===== config.mk =====
export PLATFORM = sky130hd
export DESIGN_NAME = port_routing_and_pin_regs
export DESIGN_NICKNAME = d
export VERILOG_FILES = /design/src/common/port_routing_pkg.sv /design/src/rtl/pin_route_mux.sv /design/src/rtl/port_routing_and_pin_regs.sv
export VERILOG_INCLUDE_DIRS = /design/src /design/src/common
export SDC_FILE = /design/constraint.sdc
export NUM_CORES = 1
export LEC_CHECK = 0
export CORE_ASPECT_RATIO = 2
export CORE_UTILIZATION = 41
export DETAILED_ROUTE_END_ITERATION = 10
export DONT_BUFFER_PORTS = 1
export GPL_TIMING_DRIVEN = 1
export HOLD_SLACK_MARGIN = 0.08
export PLACE_DENSITY = 0.55
export SYNTH_ARGS = -nofsm -noshare
export SYNTH_HDL_FRONTEND = slang
export SYNTH_SLANG_ARGS = --single-unit

===== constraint.sdc =====
create_clock -name clk -period 1.7 [get_ports clk]
set_input_delay 0.085 -clock clk [delete_from_list [all_inputs] [get_ports clk]]
set_output_delay 0.085 -clock clk [all_outputs]
set_load 0.1 [all_outputs]

===== src/common/port_routing_params.svh =====
// register offsets, field masks, bit positions and reset values
// Behaviour
// - reserved bits ignore writes and read zero
// - reads sampled on the clock edge
// - writable bits other than the routing register accept writes at any time
// - routing register: once normal, anytime special
// - can pins on j0/j1 or s0/s2
// - i2c lines on t0/t1 or j0/j1
// - second serial on t5/t4 or t1/t0
// - link code 000: internal serial-transceiver only
// - link code 001: data bit drives transceiver
// - link code 100: internal plus two probe pins
// - link code 110: all four signals external
// - serial transmit reaches pins only when enabled
// - transceiver outputs reach pins only when enabled
`ifndef PORT_ROUTING_PARAMS_SVH
`define PORT_ROUTING_PARAMS_SVH
`define ADDR_W 10
`define OFS_ROUTE 10'h200
`define OFS_S_OUT 10'h2d0
`define OFS_S_IN 10'h2d1
`define OFS_S_DIR 10'h2d2
`define OFS_S_PULL_EN 10'h2d3
`define OFS_S_PULL_POL 10'h2d4
`define OFS_S_IRQ_EN 10'h2d6
`define OFS_S_IRQ_FLAG 10'h2d7
`define OFS_S_OD 10'h2df
`define OFS_P_OUT 10'h2f0
`define OFS_P_IN 10'h2f1
`define OFS_P_DIR 10'h2f2
`define OFS_P_PULL_EN 10'h2f3
`define OFS_P_PULL_POL 10'h2f4
`define OFS_P_IRQ_EN 10'h2f6
`define OFS_P_IRQ_FLAG 10'h2f7
`define OFS_P_OCP_EN 10'h2f9
`define OFS_P_OC_IE 10'h2fa
`define OFS_P_OC_FLAG 10'h2fb
`define OFS_P_RDR 10'h2fd
`define OFS_J_OUT 10'h310
`define OFS_J_IN 10'h311
`define OFS_J_DIR 10'h312
`define OFS_J_PULL_EN 10'h313
`define OFS_J_PULL_POL 10'h314
`define OFS_J_OD 10'h31f
`define OFS_L_IN 10'h331
`define OFS_L_PULL_POL 10'h334
`define OFS_L_IRQ_EN 10'h336
`define OFS_L_IRQ_FLAG 10'h337
`define OFS_L_DIEN 10'h33c
`define OFS_L_PORT_L_TEST_ACCESS_CONTROL 10'h33d
`define OFS_L_PORT_L_INPUT_ROUTE 10'h33e
`define OFS_INT_STAT 10'h3f0
`define OFS_INT_MASK 10'h3f1
`define OFS_TXBIT 10'h3f2
`define MASK_S 8'h0f
`define MASK_P 8'hff
`define MASK_J 8'h03
`define MASK_L 8'h01
`define MASK_OC 8'haa
`define MASK_PORT_L_TEST_ACCESS_CONTROL 8'hf8
`define MASK_PORT_L_INPUT_ROUTE 8'h03
`define MASK_ROUTE 8'h3f
`define MASK_INT 8'h1f
`define INT_REFUSED 0
`define INT_PORT_S 1
`define INT_PORT_P 2
`define INT_PORT_L 3
`define INT_OVERCUR 4
`define RST_PORT 8'h00
`define RST_ROUTE 8'h00
`define RST_INT 8'h00
`endif


===== src/common/port_routing_pkg.sv =====
// types shared by the register bank and the routing mux
package port_routing_pkg;
  typedef enum logic [4:0] {
    RI_S_OUT = 5'h00, RI_S_DIR = 5'h01, RI_S_PULL_EN = 5'h02,
    RI_S_PULL_POL = 5'h03, RI_S_IRQ_EN = 5'h04, RI_S_IRQ_FLAG = 5'h05,
    RI_S_OD = 5'h06, RI_P_OUT = 5'h07, RI_P_DIR = 5'h08,
    RI_P_PULL_EN = 5'h09, RI_P_PULL_POL = 5'h0a, RI_P_IRQ_EN = 5'h0b,
    RI_P_IRQ_FLAG = 5'h0c, RI_P_OCP_EN = 5'h0d, RI_P_OC_IE = 5'h0e,
    RI_P_OC_FLAG = 5'h0f, RI_P_RDR = 5'h10, RI_J_OUT = 5'h11,
    RI_J_DIR = 5'h12, RI_J_PULL_EN = 5'h13, RI_J_PULL_POL = 5'h14,
    RI_J_OD = 5'h15, RI_L_PULL_POL = 5'h16, RI_L_IRQ_EN = 5'h17,
    RI_L_IRQ_FLAG = 5'h18, RI_L_DIEN = 5'h19, RI_L_PORT_L_TEST_ACCESS_CONTROL = 5'h1a,
    RI_L_PORT_L_INPUT_ROUTE = 5'h1b
  } reg_idx_t;
  typedef enum logic [1:0] {
    LINK_INTERNAL = 2'b00,
    LINK_DIRECT = 2'b01,
    LINK_PROBE = 2'b10,
    LINK_CONFORM = 2'b11
  } link_mode_t;
  typedef struct packed {
    logic [1:0] rsv;
    logic can_route_select;
    logic i2c_route_select;
    logic second_serial_route_select;
    logic [2:0] serial_lin_link_route;
  } route_t;
  // t holds port_t_pin0, pin1, pin4, pin5 in bits 0..3
  typedef struct packed {
    logic [3:0] s;
    logic [7:0] p;
    logic [1:0] j;
    logic [3:0] t;
  } pad_vec_t;
  typedef struct packed {
    logic can_tx_out;
    logic i2c_data_low;
    logic i2c_clock_low;
    logic second_serial_tx;
    logic serial_tx_out;
    logic transceiver_rx_output;
    logic transceiver_dominant_signal;
  } periph_out_t;
  typedef struct packed {
    logic can_rx_in;
    logic i2c_data_line;
    logic i2c_clock_line;
    logic second_serial_rx;
    logic serial_rx_in;
    logic transceiver_tx_input;
  } periph_in_t;
  typedef struct packed {
    logic hit;
    reg_idx_t idx;
    logic [7:0] mask;
  } reg_dec_t;
endpackage


===== src/rtl/pin_route_mux.sv =====
// combinational steering of peripheral signals onto package pins
`timescale 1ns/1ns
`default_nettype none
module pin_route_mux (
  input wire port_routing_pkg::route_t route,
  input wire port_routing_pkg::pad_vec_t gpio_out,
  input wire port_routing_pkg::pad_vec_t gpio_oe,
  input wire port_routing_pkg::pad_vec_t pin_in,
  input wire port_routing_pkg::periph_out_t po,
  input wire logic first_serial_interface_enable,
  input wire logic transceiver_enable,
  input wire logic tx_data_bit,
  output port_routing_pkg::pad_vec_t pad_out,
  output port_routing_pkg::pad_vec_t pad_oe,
  output port_routing_pkg::periph_in_t pi
);
  import port_routing_pkg::*;

  // spare codes 101 and 111 fold onto the code below them; 010 and 011 fall back to internal
  function automatic link_mode_t link_mode(input logic [2:0] code);
    case (code)
      3'b001: link_mode = LINK_DIRECT;
      3'b100, 3'b101: link_mode = LINK_PROBE;
      3'b110, 3'b111: link_mode = LINK_CONFORM;
      default: link_mode = LINK_INTERNAL;
    endcase
  endfunction

  // later assignments win: link over can over i2c over second serial
  always_comb
  begin
    pad_out = gpio_out;
    pad_oe = gpio_oe;
    pi = '0;
    if (route.second_serial_route_select)
    begin
      pad_out.t[3] = po.second_serial_tx;
      pad_oe.t[3] = 1'b1;
      pi.second_serial_rx = pin_in.t[2];
    end
    else
    begin
      pad_out.t[1] = po.second_serial_tx;
      pad_oe.t[1] = 1'b1;
      pi.second_serial_rx = pin_in.t[0];
    end
    // i2c lines are open drain: only ever pull low
    if (route.i2c_route_select)
    begin
      pad_out.t[1:0] = 2'b00;
      pad_oe.t[1:0] = {po.i2c_clock_low, po.i2c_data_low};
      pi.i2c_data_line = pin_in.t[0];
      pi.i2c_clock_line = pin_in.t[1];
    end
    else
    begin
      pad_out.j = 2'b00;
      pad_oe.j = {po.i2c_clock_low, po.i2c_data_low};
      pi.i2c_data_line = pin_in.j[0];
      pi.i2c_clock_line = pin_in.j[1];
    end
    if (route.can_route_select)
    begin
      pi.can_rx_in = pin_in.j[0];
      pad_out.j[1] = po.can_tx_out;
      pad_oe.j[1] = 1'b1;
    end
    else
    begin
      pi.can_rx_in = pin_in.s[0];
      pad_out.s[2] = po.can_tx_out;
      pad_oe.s[2] = 1'b1;
    end
    pi.serial_rx_in = po.transceiver_rx_output;
    pi.transceiver_tx_input = po.serial_tx_out;
    unique case (link_mode(route.serial_lin_link_route))
      LINK_INTERNAL:
      begin
        pi.transceiver_tx_input = po.serial_tx_out;
      end
      LINK_DIRECT:
      begin
        pi.transceiver_tx_input = tx_data_bit;
      end
      LINK_PROBE:
      begin
        if (first_serial_interface_enable)
        begin
          pad_out.t[1] = po.serial_tx_out;
          pad_oe.t[1] = 1'b1;
        end
        if (transceiver_enable)
        begin
          pad_out.t[0] = po.transceiver_rx_output;
          pad_oe.t[0] = 1'b1;
        end
      end
      LINK_CONFORM:
      begin
        pi.serial_rx_in = pin_in.s[0];
        pi.transceiver_tx_input = pin_in.t[1];
        if (first_serial_interface_enable)
        begin
          pad_out.s[1] = po.serial_tx_out;
          pad_oe.s[1] = 1'b1;
        end
        if (transceiver_enable)
        begin
          pad_out.t[0] = po.transceiver_rx_output;
          pad_oe.t[0] = 1'b1;
          pad_out.s[3] = po.transceiver_dominant_signal;
          pad_oe.s[3] = 1'b1;
        end
      end
    endcase
  end
endmodule
`default_nettype wire


===== src/rtl/port_routing_and_pin_regs.sv =====
// port register bank, routing register and pad output stage
`timescale 1ns/1ns
`default_nettype none
`include "port_routing_params.svh"
module port_routing_and_pin_regs #(
  parameter int NUM_REGS = 28
) (
  input wire logic clk,
  input wire logic resetn,
  input wire logic [`ADDR_W-1:0] addr,
  input wire logic [7:0] wdata,
  input wire logic wr,
  input wire logic rd,
  output logic [7:0] rdata,
  input wire logic special_mode,
  input wire logic first_serial_interface_enable,
  input wire logic transceiver_enable,
  input wire port_routing_pkg::pad_vec_t pin_in,
  input wire logic port_l_in,
  input wire logic [7:0] overcurrent_in,
  input wire port_routing_pkg::periph_out_t periph_out,
  output port_routing_pkg::pad_vec_t pin_out,
  output port_routing_pkg::pad_vec_t pin_oe,
  output port_routing_pkg::periph_in_t periph_in,
  output logic irq
);
  import port_routing_pkg::*;

  // storage table for every plain read/write port register
  function automatic reg_dec_t ent(input reg_idx_t i, input logic [7:0] m);
    reg_dec_t d;
    d.hit = 1'b1;
    d.idx = i;
    d.mask = m;
    return d;
  endfunction

  function automatic reg_dec_t decode(input logic [`ADDR_W-1:0] a);
    reg_dec_t d;
    d = '{hit: 1'b0, idx: RI_S_OUT, mask: 8'h00};
    case (a)
      `OFS_S_OUT: d = ent(RI_S_OUT, `MASK_S);
      `OFS_S_DIR: d = ent(RI_S_DIR, `MASK_S);
      `OFS_S_PULL_EN: d = ent(RI_S_PULL_EN, `MASK_S);
      `OFS_S_PULL_POL: d = ent(RI_S_PULL_POL, `MASK_S);
      `OFS_S_IRQ_EN: d = ent(RI_S_IRQ_EN, `MASK_S);
      `OFS_S_IRQ_FLAG: d = ent(RI_S_IRQ_FLAG, `MASK_S);
      `OFS_S_OD: d = ent(RI_S_OD, `MASK_S);
      `OFS_P_OUT: d = ent(RI_P_OUT, `MASK_P);
      `OFS_P_DIR: d = ent(RI_P_DIR, `MASK_P);
      `OFS_P_PULL_EN: d = ent(RI_P_PULL_EN, `MASK_P);
      `OFS_P_PULL_POL: d = ent(RI_P_PULL_POL, `MASK_P);
      `OFS_P_IRQ_EN: d = ent(RI_P_IRQ_EN, `MASK_P);
      `OFS_P_IRQ_FLAG: d = ent(RI_P_IRQ_FLAG, `MASK_P);
      `OFS_P_OCP_EN: d = ent(RI_P_OCP_EN, `MASK_OC);
      `OFS_P_OC_IE: d = ent(RI_P_OC_IE, `MASK_OC);
      `OFS_P_OC_FLAG: d = ent(RI_P_OC_FLAG, `MASK_OC);
      `OFS_P_RDR: d = ent(RI_P_RDR, `MASK_OC);
      `OFS_J_OUT: d = ent(RI_J_OUT, `MASK_J);
      `OFS_J_DIR: d = ent(RI_J_DIR, `MASK_J);
      `OFS_J_PULL_EN: d = ent(RI_J_PULL_EN, `MASK_J);
      `OFS_J_PULL_POL: d = ent(RI_J_PULL_POL, `MASK_J);
      `OFS_J_OD: d = ent(RI_J_OD, `MASK_J);
      `OFS_L_PULL_POL: d = ent(RI_L_PULL_POL, `MASK_L);
      `OFS_L_IRQ_EN: d = ent(RI_L_IRQ_EN, `MASK_L);
      `OFS_L_IRQ_FLAG: d = ent(RI_L_IRQ_FLAG, `MASK_L);
      `OFS_L_DIEN: d = ent(RI_L_DIEN, `MASK_L);
      `OFS_L_PORT_L_TEST_ACCESS_CONTROL: d = ent(RI_L_PORT_L_TEST_ACCESS_CONTROL, `MASK_PORT_L_TEST_ACCESS_CONTROL);
      `OFS_L_PORT_L_INPUT_ROUTE: d = ent(RI_L_PORT_L_INPUT_ROUTE, `MASK_PORT_L_INPUT_ROUTE);
      default: d.hit = 1'b0;
    endcase
    return d;
  endfunction

  // flag registers clear by writing one, everything else stores
  function automatic logic is_flag(input reg_idx_t i);
    return (i == RI_S_IRQ_FLAG) || (i == RI_P_IRQ_FLAG) ||
      (i == RI_P_OC_FLAG) || (i == RI_L_IRQ_FLAG);
  endfunction

  // edge selected by pull polarity: one means rising
  function automatic logic [7:0] edges(input logic [7:0] now,
    input logic [7:0] was, input logic [7:0] pol);
    return (pol & now & ~was) | (~pol & ~now & was);
  endfunction

  // state first, then the combinational helpers
  logic [7:0] regs_q [NUM_REGS];
  logic [7:0] regs_d [NUM_REGS];
  route_t route_q;
  logic lock_q;
  logic txbit_q;
  logic [7:0] stat_q;
  logic [7:0] stat_d;
  logic [7:0] mask_q;
  logic [7:0] rdata_q;
  logic irq_q;
  logic [3:0] in_s_q;
  logic [7:0] in_p_q;
  logic [1:0] in_j_q;
  logic in_l_q;
  pad_vec_t pin_out_q;
  pad_vec_t pin_oe_q;
  periph_in_t periph_in_q;
  reg_dec_t wdec;
  reg_dec_t rdec;
  logic [7:0] s_set;
  logic [7:0] p_set;
  logic [7:0] l_set;
  logic [7:0] oc_set;
  logic [7:0] ev;
  logic route_wr;
  logic refused;
  logic [7:0] rd_val;
  logic l_level;
  pad_vec_t gpio_out;
  pad_vec_t gpio_oe;
  pad_vec_t pad_out_c;
  pad_vec_t pad_oe_c;
  periph_in_t periph_in_c;

  // one decoder per direction keeps the two paths independent
  assign wdec = decode(addr);
  assign rdec = decode(addr);
  // port l reads low while its digital input is switched off
  // keeps a floating analog pin from toggling the edge detector
  assign l_level = port_l_in & regs_q[RI_L_DIEN][0];

  // pin levels sampled once per clock for reads and edge detection
  // inputs are taken as synchronous, so no extra synchroniser stage
  always_ff @(posedge clk or negedge resetn)
  begin
    if (!resetn)
    begin
      in_s_q <= 4'h0;
      in_p_q <= 8'h00;
      in_j_q <= 2'b00;
      in_l_q <= 1'b0;
    end
    else
    begin
      in_s_q <= pin_in.s;
      in_p_q <= pin_in.p;
      in_j_q <= pin_in.j;
      in_l_q <= l_level;
    end
  end

  // hardware-set flag bits, before masking with the reserved layout
  always_comb
  begin
    s_set = edges({4'h0, pin_in.s}, {4'h0, in_s_q}, regs_q[RI_S_PULL_POL]);
    p_set = edges(pin_in.p, in_p_q, regs_q[RI_P_PULL_POL]);
    l_set = edges({7'h00, l_level}, {7'h00, in_l_q}, regs_q[RI_L_PULL_POL]);
    oc_set = overcurrent_in & regs_q[RI_P_OCP_EN];
  end

  // register writes; a flag being set in the clear cycle stays set
  // so a fresh event is never lost to a late clear
  always_comb
  begin
    regs_d = regs_q;
    if (wr && wdec.hit)
    begin
      if (is_flag(wdec.idx))
        regs_d[wdec.idx] = regs_q[wdec.idx] & ~(wdata & wdec.mask);
      else
        regs_d[wdec.idx] = wdata & wdec.mask;
    end
    regs_d[RI_S_IRQ_FLAG] = regs_d[RI_S_IRQ_FLAG] | (s_set & `MASK_S);
    regs_d[RI_P_IRQ_FLAG] = regs_d[RI_P_IRQ_FLAG] | (p_set & `MASK_P);
    regs_d[RI_P_OC_FLAG] = regs_d[RI_P_OC_FLAG] | (oc_set & `MASK_OC);
    regs_d[RI_L_IRQ_FLAG] = regs_d[RI_L_IRQ_FLAG] | (l_set & `MASK_L);
  end

  // register file, every entry cleared by reset
  always_ff @(posedge clk or negedge resetn)
  begin
    if (!resetn)
    begin
      for (int i = 0; i < NUM_REGS; i++)
        regs_q[i] <= `RST_PORT;
    end
    else
    begin
      regs_q <= regs_d;
    end
  end

  // routing register: one write in normal mode, any in special mode
  assign route_wr = wr && (addr == `OFS_ROUTE);
  assign refused = route_wr && lock_q && !special_mode;

  // only a normal-mode write sets the lock; special mode never locks
  always_ff @(posedge clk or negedge resetn)
  begin
    if (!resetn)
    begin
      route_q <= `RST_ROUTE;
      lock_q <= 1'b0;
    end
    else if (route_wr && (special_mode || !lock_q))
    begin
      route_q <= wdata & `MASK_ROUTE;
      lock_q <= lock_q | !special_mode;
    end
  end

  // direct-control bit for the transceiver transmit input
  always_ff @(posedge clk or negedge resetn)
  begin
    if (!resetn)
      txbit_q <= 1'b0;
    else if (wr && (addr == `OFS_TXBIT))
      txbit_q <= wdata[0];
  end

  // events for the summary status: enabled edges, overcurrent, refusals
  always_comb
  begin
    ev = 8'h00;
    ev[`INT_REFUSED] = refused;
    ev[`INT_PORT_S] = |(s_set & regs_q[RI_S_IRQ_EN] & `MASK_S);
    ev[`INT_PORT_P] = |(p_set & regs_q[RI_P_IRQ_EN]);
    ev[`INT_PORT_L] = |(l_set & regs_q[RI_L_IRQ_EN] & `MASK_L);
    ev[`INT_OVERCUR] = |(oc_set & regs_q[RI_P_OC_IE] & `MASK_OC);
    stat_d = stat_q;
    if (wr && (addr == `OFS_INT_STAT))
      stat_d = stat_q & ~(wdata & `MASK_INT);
    stat_d = stat_d | ev;
  end

  // status bits stay until software writes a one
  always_ff @(posedge clk or negedge resetn)
  begin
    if (!resetn)
      stat_q <= `RST_INT;
    else
      stat_q <= stat_d;
  end

  // mask register shares the status layout
  always_ff @(posedge clk or negedge resetn)
  begin
    if (!resetn)
      mask_q <= `RST_INT;
    else if (wr && (addr == `OFS_INT_MASK))
      mask_q <= wdata & `MASK_INT;
  end

  // level interrupt, one cycle behind the status it reflects
  // registering it keeps the pin free of glitches while status settles
  always_ff @(posedge clk or negedge resetn)
  begin
    if (!resetn)
      irq_q <= 1'b0;
    else
      irq_q <= |(stat_q & mask_q);
  end

  // read data stands only in the cycle after the strobe
  always_comb
  begin
    case (addr)
      `OFS_S_IN: rd_val = {4'h0, in_s_q};
      `OFS_P_IN: rd_val = in_p_q;
      `OFS_J_IN: rd_val = {6'h00, in_j_q};
      `OFS_L_IN: rd_val = {7'h00, in_l_q};
      `OFS_ROUTE: rd_val = route_q;
      `OFS_INT_STAT: rd_val = stat_q;
      `OFS_INT_MASK: rd_val = mask_q;
      `OFS_TXBIT: rd_val = {7'h00, txbit_q};
      default: rd_val = rdec.hit ? regs_q[rdec.idx] : 8'h00;
    endcase
  end

  // zero between slots keeps stale data off the bus
  always_ff @(posedge clk or negedge resetn)
  begin
    if (!resetn)
      rdata_q <= 8'h00;
    else if (rd)
      rdata_q <= rd_val;
    else
      rdata_q <= 8'h00;
  end

  // general purpose drive; open drain drops the enable on a one
  // port t has no general purpose drive in this block
  always_comb
  begin
    gpio_out = '0;
    gpio_oe = '0;
    gpio_out.s = regs_q[RI_S_OUT][3:0];
    gpio_oe.s = regs_q[RI_S_DIR][3:0] &
      ~(regs_q[RI_S_OD][3:0] & regs_q[RI_S_OUT][3:0]);
    gpio_out.p = regs_q[RI_P_OUT];
    gpio_oe.p = regs_q[RI_P_DIR];
    gpio_out.j = regs_q[RI_J_OUT][1:0];
    gpio_oe.j = regs_q[RI_J_DIR][1:0] &
      ~(regs_q[RI_J_OD][1:0] & regs_q[RI_J_OUT][1:0]);
  end

  pin_route_mux u_mux (
    .route(route_q),
    .gpio_out(gpio_out),
    .gpio_oe(gpio_oe),
    .pin_in(pin_in),
    .po(periph_out),
    .first_serial_interface_enable(first_serial_interface_enable),
    .transceiver_enable(transceiver_enable),
    .tx_data_bit(txbit_q),
    .pad_out(pad_out_c),
    .pad_oe(pad_oe_c),
    .pi(periph_in_c)
  );

  // pad stage registered so every pin and peripheral input is a flop
  // costs one cycle of latency on every routed path
  always_ff @(posedge clk or negedge resetn)
  begin
    if (!resetn)
    begin
      pin_out_q <= '0;
      pin_oe_q <= '0;
      periph_in_q <= '0;
    end
    else
    begin
      pin_out_q <= pad_out_c;
      pin_oe_q <= pad_oe_c;
      periph_in_q <= periph_in_c;
    end
  end

  // outputs come straight from the flops above
  assign pin_out = pin_out_q;
  assign pin_oe = pin_oe_q;
  assign periph_in = periph_in_q;
  assign rdata = rdata_q;
  assign irq = irq_q;
endmodule
`default_nettype wire


# Word level (Yosys, flattened, before mapping)
# Index checks and enable logic that the tools add are counted.
[classes] n_lt_le_gt_ge=2 n_eq_ne=48 bitwise_logic=49 muxes=49 reduce_logical=23
[ops] operator="$bwmux 224" n=2
[ops] operator="$pmux 13 s28" n=1
[ops] operator="$eq 10x10->1 const B" n=36
[ops] operator="$mux 224" n=1
[ops] operator="$mux 184" n=1
[ops] operator="$and 8x8->8" n=10
[ops] operator="$pmux 8 s8" n=1
[ops] operator="$mux 8" n=6
[ops] operator="$bmux 8 s5" n=1
[ops] operator="$demux 8 s5" n=1
[ops] operator="$not 8->8" n=4
[ops] operator="$and 4x4->4" n=7
[ops] operator="$mux 1" n=28
[ops] operator="$reduce_or 28->1" n=1
[ops] operator="$or 8x8->8" n=3
[ops] operator="$not 4->4" n=4
[ops] operator="$reduce_or 8->1" n=2
[ops] operator="$eq 3x3->1 const B" n=4
[ops] operator="$eq 5x4->1 const B" n=2
[ops] operator="$mux 2" n=5
[ops] operator="$logic_and 1x1->1" n=9
[ops] operator="$and 8x5->8" n=1
[ops] operator="$not 5->8" n=1
[ops] operator="$or 8x1->8" n=1
[ops] operator="22 further kinds" n=39
[totals] input_bits=59 reg_bits=309 wordCells=227

# Longest topological paths before layout
# Gate-level depths: netlist of run 1.
[depth] word_depth=11 mapped_depth=15 depth_no_buf=9

# Hierarchy
# A second synthesis of run 1 with hierarchy kept.
[unflattened] hier_cells=1470 area_unflattened_um2=14482.6
[by_module_without_submodules] module="port_routing_and_pin_regs" cells_each=1407 area_per_inst_um2=14003.4 instances=1 seq_area_each_um2=7707.4
[by_module_without_submodules] module="pin_route_mux" cells_each=63 area_per_inst_um2=479.2 instances=1 seq_area_each_um2=0.0

# Worst setup path before layout of run 1
# No wires, ideal clock.
[synth_timing] kind="input to register" startpoint="input port addr[1]" endpoint="register regs_q[179] (netlist name)" n_path_buf=3 arrival_ps=2363 setup_ps=81 setup_slack_ps=-744 stages=11 cell_sequence="buf_6 nor2b_4 mux2_4 a32o_1 a211o_1 buf_6 buf_6 o2111ai_1 nand3_1 or4b_4 o211ai_2"
[synth_rtl] element="start: declaration" line="port_routing_and_pin_regs.sv:10" source="input wire logic [`ADDR_W-1:0] addr,"
[synth_rtl] element="end signal: indexed assignment" line="port_routing_and_pin_regs.sv:182" source="regs_q[i] <= `RST_PORT;"
[synth_rtl] element="end signal: assignment" line="port_routing_and_pin_regs.sv:186" source="regs_q <= regs_d;"
[synth_rtl] element="end: declaration" line="port_routing_and_pin_regs.sv:88" source="logic [7:0] regs_q [NUM_REGS];"

==> results of run 1 <==
## repair_timing
item / CTS / global route
pin swaps: 51 / 112
hold endpoints to repair: 449 / 310
endpoints found under the setup margin: 199 / 213
hold buffers: 58 / 2
cloned: 12 / 13
buffers inserted: 36 / 29
gates resized for setup: 190 / 278
## cells by family after synthesis
kind of cell	synth area share
buffers and inverters	0.03965
AO/OA/AOI/OAI	0.1401
flip-flops	0.5417
multiplexers	0.03983
AND/OR/NAND/NOR	0.2372
other	0.0002653
XOR/XNOR	0.001239
## power by group through the flow
stage	registers [mW]	clock network (mW)	logic (mW)
6_report	7.37	6.53	0.943
5_1_grt	7.37	6.92	0.972
4_1_cts	7.37	6.63	0.859
3_5_place_dp	7.50	0	0.647
3_3_place_gp	7.50	0	0.645
2_1_floorplan	7.61	0	0.323
## metal layers
metal	global-route usage	vias to the layer above	part of all wire
met5	0	-	0
li1	-	5828	-
met4	0.2764	0	0.10
met3	0.04322	245	0.055
met2	0.5718	551	0.51
met1	0.3397	6550	0.33
## worst paths after layout
kind	slack (ns)	to	start
worst max-delay path	-0.48	regs_q[179]	addr[1]
worst min-delay path	-0.78	gpio_out[5]	resetn
worst max register to register	-0.14	regs_q[179]	regs_q[115]
worst min register to register	0.38	regs_q[29]	regs_q[29]
max in group asynchronous	1.92	regs_q[105]	resetn
min in group clk	0.10	stat_q[1]	pin_in[16]
## synthesized netlist by cell type, drive strengths merged, types with 11 or more instances
library cell    n  area share
buf            59       0.025
nor2           64       0.018
mux2i          30       0.021
nor2b          35       0.016
clkbuf         42       0.011
nand3          96       0.034
nand2         322       0.086
a21oi          73       0.026
a22oi          16      0.0085
inv            11      0.0029
nand2b         14      0.0062
o21ai         114       0.040
mux2           23       0.019
and2           89       0.040
dfrtp         306        0.54
nor3           14      0.0065
## sequential cells by signal, summed over array words and instances, names as in the netlist
name / cells
in_l_q: 1
regs_q: 202
mask_q: 5
route_q: 6
irq: 1
rdata: 8
in_s_q: 4
gpio_oe: 8
pin_oe: 17
stat_q: 5
pin_out: 17
lock_q: 1
in_j_q: 2
periph_in: 6
gpio_out: 14
in_p_q: 8
txbit_q: 1
## per-stage QoR
stage / instances / util / setup slack, ns
finish: 2282 / 0.6267 / -0.4798
detailed placement: 2092 / 0.4976 / -1.154
floorplan: 1477 / - / -0.7196
global placement: 2092 / 0.4976 / -1.174
global route: 2282 / 0.6267 / -0.4682
CTS: 2247 / 0.5824 / -0.3872
## critical path: cells and delay by family
family	cells	cell delay, ns
compound gates	4	1.10
simple gates	3	0.87
mux	2	0.43
buf+inv	1	0.16
## final cells by class
class                           count  area, µm²
Fill cell                        2777      12600
Multi-Input combinational cell   1066       7751
Tap cell                          436      545.5
Clock buffer                       38      809.5
Sequential cell                   306       7657
Clock inverter                     13      131.4
Inverter                           11      41.29
Timing Repair Buffer              412       4219
==> metrics.yaml, run 1 <==
yosys_warnings: 0
report.final.slew_viol_count: 0
timing.max_cap.violations: 0
fp-row-count: 95
synth_cells: 1476
synth_edf_count: 0
skew_ns: 0.009278
clock_path_buffers: 3
cts.reportedPaths.clkPinSlew_ns: 0.06
die_height_um: 264.6
violations: "negative hold slack, negative setup slack"
initial_core_util: 0.4188
syn_to_final_growth_pct: 49.65
timing.fmax_ghz: 0.4588
cp-start-kind: "input pin"
comb_power_share: 0.064
tns_ns: -34.11
final_cell_mix: "dfrtp_1 (306), nand2_1 (256), buf_4 (239), nand3_1 (71), dlygate4sd3_1 (60)"
clkPwrFrac: 0.440
final_common_cell: "dfrtp_1"
fin_crit_ns: 2.180
cts_buffers: 28
path_max_fanout: 27
power.share.switching: 0.2336
postSynth.asyncResetShare: 1.000
tightest_slew_ns: 0.8627
dp_hpwl_um: 39440
globalplace.congestion: 0.9417
worst_hold_path_type: "in2async"
fin_nets: 1884
htree_levels: 1
syn_area_um2: 14140
leakagePower_nw: 9.521
slowest_stage: "or4b_4"
ant_nets: 0
finalSetupViolCount: 207
die_width_um: 133.3
cts_tree: "built"
placed_area_um2: 16800
insertion_delay_ns: 0.56
cp.arrival_ns: 2.66
root_buffer: "clkbuf_16"
cp-end-kind: "flip-flop"
dr.pass1.iters: 5
p_switching_mw: 3.465
relSlewSlack: 0.4230
rsz0062_at_grt: "true"
clock-sinks: 306
ys.flop_type: "dfrtp_1"
stdcell_area_um2: 21160
die-area_um2: 35270
hold_ws_ns: -0.7833
crit_chain: "nor2b_4, mux2_4, a32o_2, a211o_4, buf_12, mux2i_1, a32oi_2, nand3_1, or4b_4, o211ai_2"
finalWirelength_um: 59620
p_total_mw: 14.84
drive_above_1_share: 0.4182
power.internal_mw: 11.37
grt_usage: 0.3254
core_area_um2: 33760
timing.final.ws_setup_ns: -0.4798
syn_area_per_cell_um2: 9.577
drt_iter0_drc: 768
power.share.sequential: 0.497
outcome: "complete, but fails checks"
grt_pass1_wl_um: 83570
ys_types: 81
yosysSeqAreaShare: 0.5417
viasPerCell: 5.773
drc_errors: 0
r2r.worst_path.cells: 5
num_vias: 13170
numPortBuffers: 0
wire_per_inst_um: 26.13
num_antenna_cells: 0
grt-ovfl-total: 0
critical_path_class: "in2reg"
first_global_vias: 13320
grt_max_degree: 307
synth_seq_cells: 306
required_ns: 2.18
max_stage_delay_ns: 0.59
hold_violations: 306
peakVddDrop_v: 0.0008136
pin_count: 110
power_density_nw_per_um2: 701.3
period_share: 1.282
grt_antenna_before_repair: 0
Power figures use the tool's default switching activity.
==> run 2: changes to the inputs <==
Settings changed: CORE_MARGIN from default to 5.
==> run 2 against run 1 <==
The flow still finishes with violations (negative hold slack, negative setup slack). Flip-flop and latch count unchanged. Routed wire length is 2.8% lower. Combinational power decreased by 3.2%. Critical path depth shrank 1. Power grew 1.8%. Global-route usage decreased by 4.0 points. Highest routed layer unchanged.
==> metrics.yaml, run 2 (synthesis gave the netlist of run 1 again) <==
grt-ovfl-total: 0
worstReg2RegEnd: "regs_q[179]"
hold_violations: 306
rsz0062_at_grt: "true"
multi_input_area_um2: 7546
final_common_cell: "dfrtp_1"
path_max_fanout: 26
peakVddDrop_v: 0.0007339
pin_count: 110
violations: "negative hold slack, negative setup slack"
reg2reg_setup_slack_ns: 0.09
finalSetupViolCount: 198
tightest_slew_ns: 1.048
largest_reg_flops: 202
first_global_vias: 13210
num_vias: 13100
startpoint: "addr[1]"
leakagePower_nw: 9.350
die-area_um2: 38520
timing.fmax_ghz: 0.4924
core_area_um2: 34230
drive_above_1_share: 0.3967
insertion_delay_ns: 0.58
drt_iter0_drc: 943
viasPerCell: 5.778
required_ns: 2.19
grt_max_degree: 307
root_buffer: "clkbuf_16"
post-place-ws_ns: -1.039
timing.final.ws_setup_ns: -0.3308
final_cell_mix: "dfrtp_1 (306), nand2_1 (286), buf_4 (236), nand3_1 (76), o21ai_2 (60)"
grt_antenna_before_repair: 1
numPortBuffers: 0
htree_levels: 1
fp-row-count: 96
power.share.sequential: 0.488
clock_path_buffers: 3
hold_ws_ns: -0.7586
grt_pass1_wl_um: 82560
globalplace.congestion: 0.9482
skew_ns: 0.03021
r2r_start: "regs_q[187]"
fin_crit_ns: 2.031
cts.reportedPaths.clkPinSlew_ns: 0.07
dp_hpwl_um: 39140
utilization: 0.6055
period_share: 1.195
clkPwrFrac: 0.452
r2r.worst_path.cells: 5
power.share.switching: 0.2347
ant_nets: 0
relSlewSlack: 0.3011
stdcell_area_um2: 20730
cp-end-kind: "flip-flop"
ctsHoldBuffers: 54
drc_errors: 0
cp.arrival_ns: 2.52
p_switching_mw: 3.545
die_width_um: 141.3
worst_hold_path_type: "in2async"
initial_core_util: 0.4129
comb_power_share: 0.060
finalWirelength_um: 57940
register_area_um2: 7657
p_total_mw: 15.11
power.internal_mw: 11.56
timing.max_cap.violations: 0
tns_ns: -27.36
syn_to_final_growth_pct: 46.64
fill_cells: 2837
clock-sinks: 306
power_density_nw_per_um2: 728.7
cts_buffers: 29
top_register: "regs_q"
crit_path_end: "regs_q[179]"
dr.pass1.iters: 5
cts_tree: "built"
report.final.slew_viol_count: 0
critical_path_class: "in2reg"
placed_area_um2: 16710
grt_usage: 0.2852
cp-start-kind: "input pin"
wire_per_inst_um: 25.56
fin_nets: 1862
die_height_um: 272.6
outcome: "complete, but fails checks"
-- run 2: cell count changes in the layout (fill, tap and decap cells not counted), sizes merged, moves of 2 or more --
cell	change
dlymetal6s4s	+2
clkinv	-2
dlygate4sd3	-8
inv	+2
bufinv	+2
buf	-17
-- run 2: what timing repair did --
item / 4_1_cts / 5_1_grt
hold endpoints to repair: 458 / 306
pin swaps: 63 / 73
endpoints found under the setup margin: 203 / 217
resized for setup: 228 / 181
cloned: 12 / 11
buffers inserted: 30 / 32
-- run 2: worst min path at each step --
stage | from | endpoint | slack (ns) | cells after the start
after detailed placement | resetn | regs_q[13] | -0.19 | 0
final | resetn | regs_q[13] | -0.76 | 0
after floorplan | resetn | gpio_oe[10] | -0.21 | 0
after global routing | resetn | stat_q[2] | -0.77 | 0
after global placement | resetn | gpio_out[11] | -0.19 | 0
after CTS | resetn | regs_q[71] | -0.79 | 0
-- run 2: routing by layer --
metal,track usage,routed length (µm)
met4,0.2169,6069
met2,0.5078,29790
met5,0,0
met3,0.03379,2901
met1,0.3022,19180
-- run 2: critical path, cell delays in order --
cell and delay [ns]:
nor2b_4 0.13, mux2_4 0.30, a32o_2 0.25, a211o_4 0.40
buf_16 0.18, mux2i_1 0.16, a22o_1 0.26, or4b_4 0.59
o211ai_2 0.15
-- run 2: stage by stage --
stage | hold WS, ns | instances
floorplan | -0.2106 | 1477
global placement | -0.1924 | 2083
detailed placement | -0.1917 | 2083
CTS | -0.7921 | 2230
global route | -0.7715 | 2267
finish | -0.7586 | 2267
-- run 2: area by class of cell --
cell class | count | area share
Antenna cell | 1 | 0.0001207
Clock inverter | 16 | 0.009597
Tap cell | 441 | 0.02662
Inverter | 11 | 0.002354
Clock buffer | 37 | 0.03742
Sequential cell | 306 | 0.3694
Multi-Input combinational cell | 1066 | 0.3640
Timing Repair Buffer | 389 | 0.1904
-- run 2: power groups by stage --
stage / registers, mW / logic (mW) / clock network, mW
floorplan: 7.61 / 0.323 / 0
global placement: 7.50 / 0.644 / 0
detailed placement: 7.50 / 0.644 / 0
CTS: 7.37 / 0.855 / 6.89
global route: 7.37 / 0.946 / 7.13
finish: 7.37 / 0.913 / 6.82
==> run 3: changes to the inputs <==
--- a/config.mk
+++ b/config.mk
@@ -15,3 +15,2 @@
 export HOLD_SLACK_MARGIN = 0.08
-export PLACE_DENSITY = 0.55
 export SYNTH_ARGS = -nofsm -noshare
--- a/constraint.sdc
+++ b/constraint.sdc
@@ -3,2 +3,2 @@
 set_output_delay 0.085 -clock clk [all_outputs]
-set_load 0.1 [all_outputs]
+set_load 0.01 [all_outputs]
==> run 3 against run 2 <==
The flow still finishes with violations (negative hold slack, negative setup slack). Largest cell class unchanged. Clock-buffer cell count is 3 higher. Setup slack about the same. Critical path type unchanged. Worst hold slack improved by 0.0066 ns.
==> metrics.yaml, run 3 (synthesis gave the netlist of run 1 again) <==
ant_nets: 0
insertion_delay_ns: 0.58
report.final.slew_viol_count: 0
hold_violations: 306
numPortBuffers: 0
ctsHoldBuffers: 58
num_vias: 12880
tightest_slew_ns: 1.018
dr.pass1.iters: 5
worst_hold_path_type: "in2async"
clock_path_buffers: 3
die-area_um2: 38520
timing.max_cap.violations: 0
relSlewSlack: 0.3213
finalSetupViolCount: 185
timing.fmax_ghz: 0.4923
outcome: "complete, but fails checks"
post-place-ws_ns: -1.218
wire_per_inst_um: 26.31
clock-sinks: 306
fin_nets: 1818
grt-ovfl-total: 0
top_register: "regs_q"
finalWirelength_um: 58470
root_buffer: "clkbuf_16"
drive_above_1_share: 0.3899
final_cell_mix: "dfrtp_1 (305), nand2_1 (256), buf_4 (186), nand3_1 (77), dlygate4sd3_1 (57)"
die_width_um: 141.3
cp-end-kind: "flip-flop"
period_share: 1.195
placed_area_um2: 16280
timing.final.ws_setup_ns: -0.3312
initial_core_util: 0.4129
violations: "negative hold slack, negative setup slack"
cp.arrival_ns: 2.49
pin_count: 110
globalplace.congestion: 0.9441
hold_ws_ns: -0.7519
cts_tree: "built"
die_height_um: 272.6
cts.reportedPaths.clkPinSlew_ns: 0.07
drt_iter0_drc: 956
drc_errors: 0
critical_path_class: "in2reg"
cp-start-kind: "input pin"
viasPerCell: 5.797
core_area_um2: 34230
stdcell_area_um2: 20510
rsz0062_at_grt: "true"
grt_antenna_before_repair: 1
fp-row-count: 96
htree_levels: 1
grt_max_degree: 307
first_global_vias: 13390
grt_pass1_wl_um: 84740
leakagePower_nw: 9.087
cts_buffers: 28
fin_crit_ns: 2.031
peakVddDrop_v: 0.0007165
path_max_fanout: 27
dp_hpwl_um: 38560
largest_reg_flops: 202
syn_to_final_growth_pct: 45.08
required_ns: 2.16
grt_usage: 0.2958
skew_ns: 0.03115
power_density_nw_per_um2: 717.7
final_common_cell: "dfrtp_1"
run 3: area by class of cell:
class | instances | area (µm²)
Inverter | 11 | 43.79
Sequential cell | 306 | 7659
Antenna cell | 1 | 2.502
Multi-Input combinational cell | 1065 | 7616
Timing Repair Buffer | 347 | 3677
Fill cell | 2806 | 13720
Tap cell | 441 | 551.8
Clock buffer | 40 | 845.8
Clock inverter | 11 | 112.6
run 3: path summary, 6_finish.rpt:
| kind | start | slack [ns] | endpoint | cells after the start |
|---|---|---|---|---|
| setup reg to reg | regs_q[187] | -0.02 | regs_q[123] | 5 |
| hold reg to reg | regs_q[30] | 0.38 | regs_q[30] | 0 |
| min in group clk | addr[3] | 0.12 | regs_q[95] | 5 |
| setup / recovery | addr[1] | -0.33 | rdata[7] | 11 |
| hold / removal | resetn | -0.75 | pin_oe[8] | 0 |
| max in group asynchronous | resetn | 1.61 | route_q[1] | 0 |
run 3: power by group:
part           leakage, nW  total, mW  internal [mW]  switching (mW)
Sequential            4.15       7.38           7.32          0.0551
Clock                0.462       6.59           3.64            2.95
Combinational         4.48      0.754          0.367           0.386
run 3: metal layers:
layer | share of wire | up-vias | global-route usage
li1 | - | 5688 | -
met1 | 0.33 | 6402 | 0.3100
met2 | 0.51 | 533 | 0.5128
met3 | 0.046 | 257 | 0.03922
met4 | 0.11 | 0 | 0.2547
met5 | 0 | - | 0
run 3: per-stage QoR:
| stage | power, mW | instances | setup TNS, ns | utilization | hold slack (ns) |
|---|---|---|---|---|---|
| floorplan | 7.798 | 1477 | -100.92 | - | -0.2106 |
| global placement | 7.971 | 2036 | -178.46 | 0.4757 | -0.1932 |
| detailed placement | 7.972 | 2036 | -176.20 | 0.4757 | -0.1924 |
| CTS | 14.77 | 2206 | -24.68 | 0.5745 | -0.8161 |
| global route | 15.08 | 2222 | -35.71 | 0.5991 | -0.7739 |
| finish | 14.72 | 2222 | -28.95 | 0.5991 | -0.7519 |
run 3: what timing repair did:
item	CTS	global route
buffers inserted	45	20
hold endpoints to repair	462	306
cloned	18	4
gates resized for setup	239	183
pin swaps	111	77
setup endpoints to repair	199	187
run 3: critical path, stage by stage:
cell     delay [ns]
nor2b_4        0.13
mux2_4         0.30
a32o_2         0.25
a211o_4        0.40
buf_12         0.18
buf_12         0.15
buf_6          0.12
mux2i_2        0.15
a32oi_2        0.21
o21ai_2        0.16
o41ai_4        0.35
